[config.mk]
export PLATFORM = sky130hd
export DESIGN_NAME = tsr_readout
export DESIGN_NICKNAME = d
export VERILOG_FILES = /design/src/logic/tsr_readout.v
export VERILOG_INCLUDE_DIRS = /design/src /design/src/logic
export SDC_FILE = /design/constraint.sdc
export NUM_CORES = 1
export LEC_CHECK = 0
export BUFFER_PORTS_ARGS = -buffer_cell sky130_fd_sc_hd__buf_4
export CELL_PAD_IN_SITES_DETAIL_PLACEMENT = 2
export CELL_PAD_IN_SITES_GLOBAL_PLACEMENT = 2
export CORE_AREA = 3 3 78 80
export DETAILED_ROUTE_END_ITERATION = 6
export DIE_AREA = 0 0 81 83
export PLACE_DENSITY = 0.83
export SLEW_MARGIN = 20
export SYNTH_ARGS = -nofsm -noshare
export SYNTH_HDL_FRONTEND = slang
export SYNTH_SLANG_ARGS = --single-unit
export TNS_END_PERCENT = 10
[constraint.sdc]
create_clock -name clk_i -period 4.09 [get_ports clk_i]
set_clock_uncertainty 0.15 [all_clocks]
set_input_delay 0 -clock clk_i [delete_from_list [all_inputs] [get_ports clk_i]]
set_output_delay 0 -clock clk_i [all_outputs]
set_load 0.005 [all_outputs]
[src/logic/tsr_regs.vh]
`ifndef TSR_REGS_VH
`define TSR_REGS_VH

// register indices on the sensor bus register port
`define TSR_ADDR_W          6
`define TSR_RESULT_ADDR     6'h09
`define TSR_CONTROL_ADDR    6'h0A

// result register layout
`define TSR_TEMP_MSB        15
`define TSR_TEMP_LSB        6
`define TSR_SIDX_MSB        3
`define TSR_SIDX_LSB        2
`define TSR_FAULT_BIT       1

// control register layout
`define TSR_ATTN_BIT        0
`define TSR_EN_LSB          1
`define TSR_EN_MSB          3

// reset values
`define TSR_CONTROL_RESET   4'h0
`define TSR_RESULT_RESET    16'h0000

// sensor indices and the fault code
`define TSR_SENSOR_LOCAL    2'h0
`define TSR_SENSOR_REMOTE1  2'h1
`define TSR_SENSOR_REMOTE2  2'h2
`define TSR_FAULT_TEMP      10'h200

`endif

[src/logic/tsr_readout.v]
// Notes on behaviour
// - temperature sits left justified in bits 15..6
// - two's complement, one lsb is half degree
// - range +255.5 down to -256 degrees
// - bits 3..2 name the measured sensor
// - index 0 local, 1 and 2 remote
// - remote result flags diode fault in bit 1
// - diode fault loads temperature code 200h
// - local result always reads bit 1 zero
// - reserved result and control bits read zero
// - reset clears control register entirely
// - control bit 0 gates attention requests
// - attention needs some sensor enable set too
// - control bit 1 enables local sensor
// - control bit 2 enables remote sensor one
// - control bit 3 enables remote sensor two
// - scan enabled sensors ascending, round robin
// - new result sets flag, result read clears
// - unread result overwritten sets overrun flag
`timescale 1ns/10ps
`include "tsr_regs.vh"

module tsr_readout
(
  input  wire                   clk_i,
  input  wire                   arst_n_i,
  // register port as seen from the serial bus engine
  input  wire [`TSR_ADDR_W-1:0] reg_addr_i,
  input  wire                   reg_rd_i,
  input  wire                   reg_wr_i,
  input  wire [15:0]            reg_wdata_i,
  output reg  [15:0]            reg_rdata_o,
  output reg                    reg_rvalid_o,
  // conversion front end
  output reg                    conv_start_o,
  output reg  [1:0]             conv_sensor_o,
  input  wire                   conv_done_i,
  input  wire [9:0]             conv_temp_i,
  input  wire                   conv_fault_i,
  // status towards the bus engine
  output reg                    new_result_flag_o,
  output reg                    overrun_error_flag_o,
  output reg                    attention_req_o,
  output wire                   local_sensor_enable_o,
  output wire                   remote1_sensor_enable_o,
  output wire                   remote2_sensor_enable_o,
  output wire                   attention_enable_o
);

  localparam ST_IDLE = 1'b0;
  localparam ST_CONV = 1'b1;

  // reset synchroniser, release is clocked
  // both flops drop at once; only the release waits two edges
  reg        rst_s1_q;
  reg        rst_n_q;

  always @(posedge clk_i or negedge arst_n_i)
  begin
    if (!arst_n_i)
    begin
      rst_s1_q <= 1'b0;
      rst_n_q  <= 1'b0;
    end
    else
    begin
      rst_s1_q <= 1'b1;
      rst_n_q  <= rst_s1_q;
    end
  end

  // control register: bit0 attention, bits 3..1 sensor enables
  reg  [3:0]  ctrl_q;
  wire        rd_result;
  wire        wr_ctrl;
  reg  [3:0]  ctrl_d;
  wire [2:0]  sensor_en;
  wire        attn_en;

  // an unmapped index decodes to nothing, so writes there are dropped
  assign rd_result = reg_rd_i && (reg_addr_i == `TSR_RESULT_ADDR);
  assign wr_ctrl   = reg_wr_i && (reg_addr_i == `TSR_CONTROL_ADDR);
  assign sensor_en = ctrl_q[`TSR_EN_MSB:`TSR_EN_LSB];
  assign attn_en   = ctrl_q[`TSR_ATTN_BIT];

  assign local_sensor_enable_o   = sensor_en[0];
  assign remote1_sensor_enable_o = sensor_en[1];
  assign remote2_sensor_enable_o = sensor_en[2];
  assign attention_enable_o      = attn_en;

  // only the low nibble is kept; the upper bits are reserved
  always @*
  begin
    ctrl_d = ctrl_q;
    if (wr_ctrl)
      ctrl_d = reg_wdata_i[3:0];
  end

  always @(posedge clk_i or negedge rst_n_q)
  begin
    if (!rst_n_q)
      ctrl_q <= `TSR_CONTROL_RESET;
    else
      ctrl_q <= ctrl_d;
  end

  // round robin pick of the next enabled sensor after the last one
  // a lone enabled sensor is picked again right after itself
  reg  [1:0]  last_q;
  reg  [1:0]  next_sensor;
  reg         next_valid;

  always @*
  begin
    next_sensor = `TSR_SENSOR_LOCAL;
    next_valid  = 1'b1;
    case (last_q)
      `TSR_SENSOR_LOCAL:
      begin
        if (sensor_en[1])
          next_sensor = `TSR_SENSOR_REMOTE1;
        else if (sensor_en[2])
          next_sensor = `TSR_SENSOR_REMOTE2;
        else if (sensor_en[0])
          next_sensor = `TSR_SENSOR_LOCAL;
        else
          next_valid = 1'b0;
      end
      `TSR_SENSOR_REMOTE1:
      begin
        if (sensor_en[2])
          next_sensor = `TSR_SENSOR_REMOTE2;
        else if (sensor_en[0])
          next_sensor = `TSR_SENSOR_LOCAL;
        else if (sensor_en[1])
          next_sensor = `TSR_SENSOR_REMOTE1;
        else
          next_valid = 1'b0;
      end
      default:
      begin
        if (sensor_en[0])
          next_sensor = `TSR_SENSOR_LOCAL;
        else if (sensor_en[1])
          next_sensor = `TSR_SENSOR_REMOTE1;
        else if (sensor_en[2])
          next_sensor = `TSR_SENSOR_REMOTE2;
        else
          next_valid = 1'b0;
      end
    endcase
  end

  // conversion sequencer; one conversion outstanding at a time
  reg         state_q;
  reg         state_d;
  reg  [1:0]  last_d;
  reg         start_d;
  reg  [1:0]  sensor_d;
  wire        store;

  // a done pulse while idle belongs to nothing and is ignored
  assign store = (state_q == ST_CONV) && conv_done_i;

  always @*
  begin
    state_d  = state_q;
    last_d   = last_q;
    start_d  = 1'b0;
    sensor_d = conv_sensor_o;
    case (state_q)
      ST_IDLE:
      begin
        if (next_valid)
        begin
          start_d  = 1'b1;
          sensor_d = next_sensor;
          last_d   = next_sensor;
          state_d  = ST_CONV;
        end
      end
      ST_CONV:
      begin
        // a conversion in flight finishes even if its enable drops
        if (conv_done_i)
          state_d = ST_IDLE;
      end
      default:
        state_d = ST_IDLE;
    endcase
  end

  // last parks on the top index so the scan opens at the lowest
  always @(posedge clk_i or negedge rst_n_q)
  begin
    if (!rst_n_q)
    begin
      state_q       <= ST_IDLE;
      last_q        <= `TSR_SENSOR_REMOTE2;
      conv_start_o  <= 1'b0;
      conv_sensor_o <= `TSR_SENSOR_LOCAL;
    end
    else
    begin
      state_q       <= state_d;
      last_q        <= last_d;
      conv_start_o  <= start_d;
      conv_sensor_o <= sensor_d;
    end
  end

  // result register, every field written in the same edge
  reg  [9:0]  temp_q;
  reg  [9:0]  temp_d;
  reg  [1:0]  sensor_idx_q;
  reg  [1:0]  sensor_idx_d;
  reg         fault_q;
  reg         fault_d;
  wire        is_remote;
  wire        diode_fault;

  assign is_remote   = (conv_sensor_o != `TSR_SENSOR_LOCAL);
  // the local channel has no diode, so its fault input is ignored
  assign diode_fault = is_remote && conv_fault_i;

  always @*
  begin
    temp_d       = temp_q;
    sensor_idx_d = sensor_idx_q;
    fault_d      = fault_q;
    if (store)
    begin
      sensor_idx_d = conv_sensor_o;
      fault_d      = diode_fault;
      if (diode_fault)
        temp_d = `TSR_FAULT_TEMP;
      else
        temp_d = conv_temp_i;
    end
  end

  always @(posedge clk_i or negedge rst_n_q)
  begin
    if (!rst_n_q)
    begin
      temp_q       <= 10'h000;
      sensor_idx_q <= `TSR_SENSOR_LOCAL;
      fault_q      <= 1'b0;
    end
    else
    begin
      temp_q       <= temp_d;
      sensor_idx_q <= sensor_idx_d;
      fault_q      <= fault_d;
    end
  end

  // status flags; a store in the read cycle keeps the flag set
  reg         new_flag_d;
  reg         overrun_d;
  reg         attn_req_d;

  always @*
  begin
    new_flag_d = new_result_flag_o;
    overrun_d  = overrun_error_flag_o;
    // gated at store time, so a later enable change cannot recall it
    attn_req_d = store && attn_en && (|sensor_en);
    if (store)
      new_flag_d = 1'b1;
    else if (rd_result)
      new_flag_d = 1'b0;
    // the read in the store cycle fetched the old result, so no loss
    if (store && new_result_flag_o && !rd_result)
      overrun_d = 1'b1;
    else if (rd_result)
      overrun_d = 1'b0;
  end

  always @(posedge clk_i or negedge rst_n_q)
  begin
    if (!rst_n_q)
    begin
      new_result_flag_o    <= 1'b0;
      overrun_error_flag_o <= 1'b0;
      attention_req_o      <= 1'b0;
    end
    else
    begin
      new_result_flag_o    <= new_flag_d;
      overrun_error_flag_o <= overrun_d;
      attention_req_o      <= attn_req_d;
    end
  end

  // read data registered one cycle after the strobe
  reg  [15:0] rd_mux;
  reg  [15:0] rdata_d;

  always @*
  begin
    rd_mux = 16'h0000;
    case (reg_addr_i)
      `TSR_RESULT_ADDR:
      begin
        rd_mux[`TSR_TEMP_MSB:`TSR_TEMP_LSB] = temp_q;
        rd_mux[`TSR_SIDX_MSB:`TSR_SIDX_LSB] = sensor_idx_q;
        rd_mux[`TSR_FAULT_BIT]              = fault_q;
      end
      `TSR_CONTROL_ADDR:
        rd_mux[3:0] = ctrl_q;
      default:
        // unmapped indices read as zero
        rd_mux = 16'h0000;
    endcase
  end

  // data holds between reads so a slow bus engine may fetch it late
  always @*
  begin
    rdata_d = reg_rdata_o;
    if (reg_rd_i)
      rdata_d = rd_mux;
  end

  always @(posedge clk_i or negedge rst_n_q)
  begin
    if (!rst_n_q)
    begin
      reg_rdata_o  <= `TSR_RESULT_RESET;
      reg_rvalid_o <= 1'b0;
    end
    else
    begin
      reg_rdata_o  <= rdata_d;
      reg_rvalid_o <= reg_rd_i;
    end
  end

endmodule // tsr_readout

======== Yosys cells after proc, flatten, opt, wreduce, memory -nomap -nowiden ========
Index checks and enable logic that the tools add are counted.
word-level totals
  bits in registers ....................... 43
  bits of input ports ..................... 38
  logic and storage cells ................. 62
cells by class
  multiplexer cells ....................... 28
  bitwise logic cells ..................... 1
  reductions and logical operators ........ 15
  eq/ne operators ......................... 3
operator list
  kind                number
  $mux 10             2
  $mux 1              18
  $eq 6x4->1 const B  2
  $logic_and 1x1->1   8
  $mux 2              4
  $pmux 3 s2          1
  $reduce_bool 2->1   3
  $pmux 1 s2          2
  $pmux 2 s2          1
  $reduce_or 3->1     1
  $eq 2x1->1 const B  1
  $logic_not 2->1     1
  $reduce_and 2->1    1
  $logic_not 1->1     1
  $not 1->1           1

======== Logic depth before layout (Yosys ltp) ========
Gate-level depths: netlist of the first run.
  word-level depth ........................ 6
  gate-level depth with buffers ........... 4
  mapped depth without buffers ............ 3

======== Worst setup path before layout of the first run ========
No wires, ideal clock.
  kind .................................... input to register
  from .................................... input port reg_addr_i[2]
  to ...................................... register ctrl_q[0]
  path buffers ............................ 1
  data arrival time ....................... 0.959 ns
  stages .................................. 4
  path slack .............................. 2.853 ns
  setup time .............................. 0.127 ns
  data required time ...................... 3.813 ns
  cells stage by stage .................... nor4b_4 -> and3_1 -> buf_4 -> mux2_1
on the way
  word-level cells in the longest chain between the ends .. 2
ends and longest elaborated chain
  item                  line               text
  from (decl)           tsr_readout.v:28   input wire [`TSR_ADDR_W-1:0] reg_addr_i,
  $eq 6x4->1            -
  $logic_and 1x1->1     tsr_readout.v:82   assign wr_ctrl = reg_wr_i && (reg_addr_i == `TSR_CONTROL_ADDR);
  to (signal assigned)  tsr_readout.v:102  ctrl_q <= `TSR_CONTROL_RESET;
  to (signal assigned)  tsr_readout.v:104  ctrl_q <= ctrl_d;
  to (decl)             tsr_readout.v:73   reg [3:0] ctrl_q;
Every way passes these cells.
A chain may end at the register's enable or synchronous reset.

======== Final worst setup path of the first run ========
  from .................................... input port reg_addr_i[2]
  to ...................................... register overrun_error_flag_o
on the way
  word-level cells in the longest chain between the ends .. 5
ends and longest elaborated chain
  item                                                line               text
  $eq 6x4->1 *                                        -
  $logic_and 1x1->1 *                                 tsr_readout.v:81   assign rd_result = reg_rd_i && (reg_addr_i == `TSR_RESULT_ADDR);
  $logic_not 1->1                                     tsr_readout.v:274  if (store && new_result_flag_o && !rd_result)
  $logic_and 1x1->1                                   tsr_readout.v:274
  $mux 1 / $reduce_bool 2->1 (equally long branches)  -
  to (signal assigned)                                tsr_readout.v:291  overrun_error_flag_o <= overrun_d;
  to (decl)                                           tsr_readout.v:42   output reg overrun_error_flag_o,
Every way passes the cells marked *; elsewhere a longest branch is shown, timed or not.

==> flow_metrics.tcl, run 1 <==
set metrics [dict create \
    path_class "in2reg" \
    gp_congestion 0.6531 \
    crit_family "buffers and inverters" \
    crit_buf_inv 4 \
    vias 1401 \
    grt-ovfl-total 0 \
    status "finished clean" \
    syn_inst 152 \
    tns_ns 0 \
    worstHoldPathType "in2reg" \
    cts_root_buf "clkbuf_8" \
    yosysTopAreaCellShare_pct 61.65 \
    htreeDepth 2 \
    start_kind "input port" \
    clock_latency_ns 0.29 \
    yosys.area.top_type "dfrtp_1" \
    initial_utilization_pct 30.41 \
    stdcell_area_sq_um 2411 \
    port_buffers 50 \
    relSlewSlack_pct 41.98 \
    clkTransAtPathRegs_ns 0.08 \
    grtUsageMet3_pct 2.061 \
    hold_viol_final 0 \
    placementRows 27 \
    drt_wl_total_um 4629 \
    cts.repair.resized 0 \
    hpwl_um 3014 \
    yosys_warnings 0 \
    setup_viol 0 \
    drive_gt1_share_pct 26.91 \
    drtIter0Drc 34 \
    antenna_found_initial 0 \
    grt_max_degree 41 \
    coreArea_sq_um 5473 \
    cts_sinks 42 \
    pin_count 65 \
    worst-path-max-fanout 4 \
    fin_crit_sh_pct 57.21 \
    area_growth_pct 44.89 \
    wire_per_inst_um 15.69 \
    max_cap_violations 0 \
    slew_violations 0 \
    die_w_um 81 \
    drc_errors 0 \
    place_area_sq_um 2081 \
    antenna_cells 0 \
    tritoncts "yes" \
    crit_required_ns 4.13 \
    synth_cell_types 26 \
    firstDrtPassIters 4 \
    gr-usage-met2_pct 25.09 \
    powerDensity_nw_per_um2 481.7 \
    syn_area_per_cell_sq_um 10.95 \
    endpoint_kind "register" \
    tightest_slew_ns 0.8703 \
    synth_area_sq_um 1664 \
    ys_dominant_reg_cell "dfrtp_1" \
    vias_per_cell 4.749 \
    p_leak_nw 1.128 \
    ir_worst_vdd_mv 0.1390 \
    max_freq_mhz 427.4 \
    final.min_clock_period_ns 2.340 \
    cts_buffer_depth 2 \
    synth_seq_area_share_pct 63.23 \
    cts_buffers 5 \
    synth_edf_count 0 \
    ys_ff_latch 42 \
    die_area_sq_um 6723 \
    die_h_um 83 \
    slowest_stage "dlygate4sd3_1" \
    worst_path_most_repeated_cell "dlygate4sd3_1" \
    grt_busiest_layer "met2" \
    worstPathCellList "dlygate4sd3_1, buf_4, nor4b_4, dlygate4sd3_1, a31oi_1, dlygate4sd3_1" \
    rrSetupSlack_ns 2.07 \
    max_stage_delay_ns 0.70 \
    grt_pass1_wl_um 7976 \
    synth_area_leaders "dfrtp_1 (62%), nand2_1 (5.2%), o22ai_1 (4.9%), a22o_1 (4.7%), inv_1 (3.6%)" \
    fillers 588 \
    track_usage_pct 15.40 \
    async_flop_share_pct 100.0 \
    ant_nets 0 \
    nets 260 \
    rsz0062_at_grt "false" \
    grt_pass1_vias 1575 \
    arrival_ns 2.38 \
    met1_usage_pct 20.03 \
]
## layer usage
layer | vias up | share of wire (%)
met5 | - | 0
met4 | 0 | 2.1
met3 | 7 | 3.9
met2 | 40 | 50
met1 | 708 | 44
li1 | 646 | -
## worst min-delay path, delay by kind of cell
| kind | cells | cell delay [ns] |
|---|---|---|
| and+or+nand+nor | 1 | 0.25 |
| muxes | 1 | 0.16 |
| buffers and inverters | 1 | 0.08 |
## area by class of cell
type	count	area [sq um]	share of cell area (%)
Clock inverter	2	37.54	1.557
Multi-Input combinational cell	85	501.7	20.81
Tap cell	72	90.09	3.736
Clock buffer	6	72.57	3.010
Inverter	16	60.06	2.491
Timing Repair Buffer	72	595.6	24.70
Sequential cell	42	1054	43.69
## worst paths after layout
check / from / to / cells past startpoint
min: reg_wr_i / ctrl_q[2] / 3
max in group asynchronous: rst_n_q / reg_rdata_o[6] / 0
max reg2reg: state_q / temp_q[2] / 3
max: reg_addr_i[2] / overrun_error_flag_o / 6
min reg2reg: rst_s1_q / rst_n_q / 0
min in group asynchronous: rst_n_q / temp_q[3] / 0
## cell families (layout without fill, tap and decap cells)
family	count (synthesis)	count (layout)	synth area share [%]
AND/OR/NAND/NOR	40	40	11.35
multiplexers	4	4	2.707
AO/OA/AOI/OAI	38	38	15.41
buffers and inverters	26	96	6.842
flip-flops	42	42	63.23
other	2	3	0.4513
## registers in the layout, summed over array words and instances (netlist names), 2 cells and up
| signal | count |
|---|---|
| conv_sensor_o | 2 |
| reg_rdata_o | 14 |
| temp_q | 10 |
| ctrl_q | 4 |
| sensor_idx_q | 2 |
## synthesized netlist by cell type, types with 3 or more instances
library cell / n
a21oi_1: 4
a22o_1: 9
a22oi_1: 3
buf_4: 4
clkbuf_1: 5
dfrtp_1: 41
inv_1: 16
mux2_1: 4
nand2_1: 23
nor2_1: 7
nor2b_1: 3
o21ai_0: 5
o22ai_1: 13
## power by group
part           total [mW]  switching (mW)  internal [mW]
Combinational       0.246           0.115          0.131
Sequential          0.590          0.0801          0.510
Clock               0.326           0.144          0.182
Total                1.16           0.339          0.823
## timing repair
item / 4_1_cts / 5_1_grt
setup buffers: 0 / 0
hold endpoints to repair: 33 / 0
hold buffers: 22 / 0
## through the flow
step                      utilization (%)  power (mW)  hold slack (ns)  cells  setup WS, ns
after CTS                           44.06       1.179          0.06840    295         1.784
after floorplan                         -      0.7215          -0.4456    153         2.686
after detailed placement            38.02      0.8276          -0.3640    265         2.022
after global placement              38.02      0.8088          -0.3671    265         2.035
final                               44.06       1.161          0.07099    295         1.750
after global routing                44.06       1.244          0.09876    295         1.684
## cells in the final DEF (no fill, tap or decap), drive strengths merged
| cell type | netlist | routed |
|---|---|---|
| dfrtp | 41 | 41 |
| clkbuf | 5 | 6 |
| and3 | 1 | 1 |
| a21o | 1 | 1 |
| o211ai | 1 | 1 |
| clkinvlp | 0 | 1 |
| inv | 16 | 16 |
| nor2 | 7 | 7 |
| a21oi | 4 | 4 |
| a31oi | 1 | 1 |
| nand4 | 1 | 1 |
| dlygate4sd3 | 0 | 22 |
| o21ai | 5 | 5 |
| nand3 | 2 | 2 |
| buf | 5 | 50 |
| o22ai | 13 | 13 |
| conb | 2 | 3 |
| and2 | 1 | 1 |
| bufinv | 0 | 1 |
| mux2 | 4 | 4 |
| nor4b | 1 | 1 |
| nor2b | 3 | 3 |
| o21a | 1 | 1 |
| nand2 | 23 | 23 |
| a22oi | 3 | 3 |
| nor3 | 1 | 1 |
| a22o | 9 | 9 |
| dfstp | 1 | 1 |
Note: power is estimated with default switching activity, not from simulation.
==> inputs of run 2 (changes only) <==
CORE_AREA = 3 3 85 87   (was 3 3 78 80)
DIE_AREA = 0 0 88 90   (was 0 0 81 83)
PLACE_DENSITY = 0.74   (was 0.83)
clock period = 1.9 ns   (was 4.09 ns; I/O delays follow)
==> flow_metrics.tcl, run 2 (same netlist as run 1, synthesis figures left out) <==
set metrics [dict create \
    grt_pass1_vias 1491 \
    final.min_clock_period_ns 1.604 \
    setup_ws_ns 0.2963 \
    hold_ws_ns 0.005199 \
    placementRows 29 \
    reg2reg_depth 3 \
    tightest_slew_ns 0.5229 \
    gp_congestion 0.7409 \
    hold_viol_final 0 \
    grt_pass1_wl_um 7521 \
    cts_setup_buffers 0 \
    clkTransAtPathRegs_ns 0.09 \
    grt_max_degree 30 \
    place_area_sq_um 2125 \
    vias_per_cell 4.565 \
    rsz0062_at_grt "false" \
    nets 261 \
    port_buffers 50 \
    tns_ns 0 \
    ir_worst_vdd_mv 0.6673 \
    path_class "in2reg" \
    hpwl_um 3140 \
    slowest_stage "dlygate4sd3_1" \
    p_leak_nw 1.130 \
    largest_reg_flops 14 \
    crit_required_ns 1.93 \
    antenna_found_initial 0 \
    cp_num_cells 5 \
    tritoncts "yes" \
    power_frac_seq_pct 52.6 \
    htreeDepth 2 \
    top_register "reg_rdata_o" \
    drc_errors 0 \
    worstPathCellList "dlygate4sd3_1, buf_4, nor2b_1, and3_1, mux2_1" \
    start_kind "input port" \
    relSlewSlack_pct 64.87 \
    cts_buffers 5 \
    rrSetupSlack_ns 0.50 \
    die_area_sq_um 7920 \
    crit_buf_inv 2 \
    area_growth_pct 44.14 \
    coreArea_sq_um 6422 \
    largest_registers "reg_rdata_o (14), temp_q (10), ctrl_q (4)" \
    cts_sinks 42 \
    whs_path_depth 4 \
    fin_cells 301 \
    power.share.clock_pct 24.9 \
    stdcell_area_sq_um 2399 \
    crit_family "buffers and inverters" \
    max_cap_violations 0 \
    p_switching_mw 0.7390 \
    swShare_pct 30.85 \
    worst-path-max-fanout 5 \
    firstDrtPassIters 4 \
    cts_buffer_depth 2 \
    pwr-share-comb_pct 22.5 \
    worstHoldPathType "in2reg" \
    drtIter0Drc 41 \
    vias 1374 \
    max_freq_mhz 623.6 \
    fin_crit_sh_pct 84.41 \
    drt_wl_total_um 4503 \
    slew_violations 0 \
    die_w_um 88 \
    wire_per_inst_um 14.96 \
    die_h_um 90 \
    ant_nets 0 \
    setup_viol 0 \
    power.total_mw 2.395 \
    place_ws_ns 0.5009 \
    pin_count 65 \
    grt-ovfl-total 0 \
    powerDensity_nw_per_um2 998.6 \
    final_cell_mix "buf_4 (55), dfrtp_1 (40), nand2_1 (23)" \
    arrival_ns 1.63 \
    p_int_mw 1.656 \
    drive_gt1_share_pct 29.46 \
    layout_commonest_cell "buf_4" \
    track_usage_pct 12.15 \
    initial_utilization_pct 25.91 \
    max_stage_delay_ns 0.53 \
    endpoint_kind "register" \
    cts_root_buf "clkbuf_8" \
    antenna_cells 0 \
    dp.cells 275 \
    utilization_pct 37.35 \
    clock_latency_ns 0.30 \
    status "finished clean" \
]
run 2: cell types whose count changed in the layout (fill, tap and decap cells not counted):
cell,delta
dlygate4sd3_1,-4
clkbuf_1,-1
buf_4,+5
clkinv_4,+1
bufinv_16,-1
inv_6,+1
run 2: final cells by class:
class	count	area (sq um)
clock inverters	3	25.02
fillers	684	4024
well taps	77	96.34
inverters	16	60.06
clock buffers	5	68.82
flip-flops and latches	42	1054
multi-input cells	85	501.7
repair buffers	73	593.1
run 2: worst paths after layout:
kind                                from                   end
setup / recovery           reg_addr_i[0]             ctrl_q[0]
hold / removal             reg_addr_i[1]  overrun_error_flag_o
setup reg to reg               ctrl_q[1]             last_q[1]
hold reg to reg                  rst_n_q             temp_q[9]
max in group asynchronous        rst_n_q             temp_q[8]
min in group asynchronous        rst_n_q             temp_q[9]
run 2: what timing repair did:
action                                 in CTS  in global routing
hold buffers                               18                  0
resized for setup                           0                  0
endpoints found under the hold margin      32                  0
setup endpoints to repair                   0                  0
run 2: power groups by stage:
stage               combinational, mW  clock (mW)  sequential (mW)
floorplan                       0.321           0             1.23
global placement                0.494           0             1.27
finish                          0.539       0.597             1.26
global route                    0.608       0.677             1.30
detailed placement              0.517           0             1.28
CTS                             0.554       0.637             1.27
run 2: tightest hold or removal path: cells and delay by family:
family                 cells  cell delay [ns]
and+or+nand+nor            1             0.03
AOI/OAI and AO/OA          1             0.15
buffers and inverters      2             0.22
run 2: metal layers:
layer | vias to the layer above | share of wire [%] | global-route usage (%)
li1 | 647 | - | -
met1 | 688 | 45 | 16.17
met2 | 35 | 50 | 19.41
met3 | 4 | 3.7 | 3.016
met4 | 0 | 0.76 | 3.453
met5 | - | 0 | 0
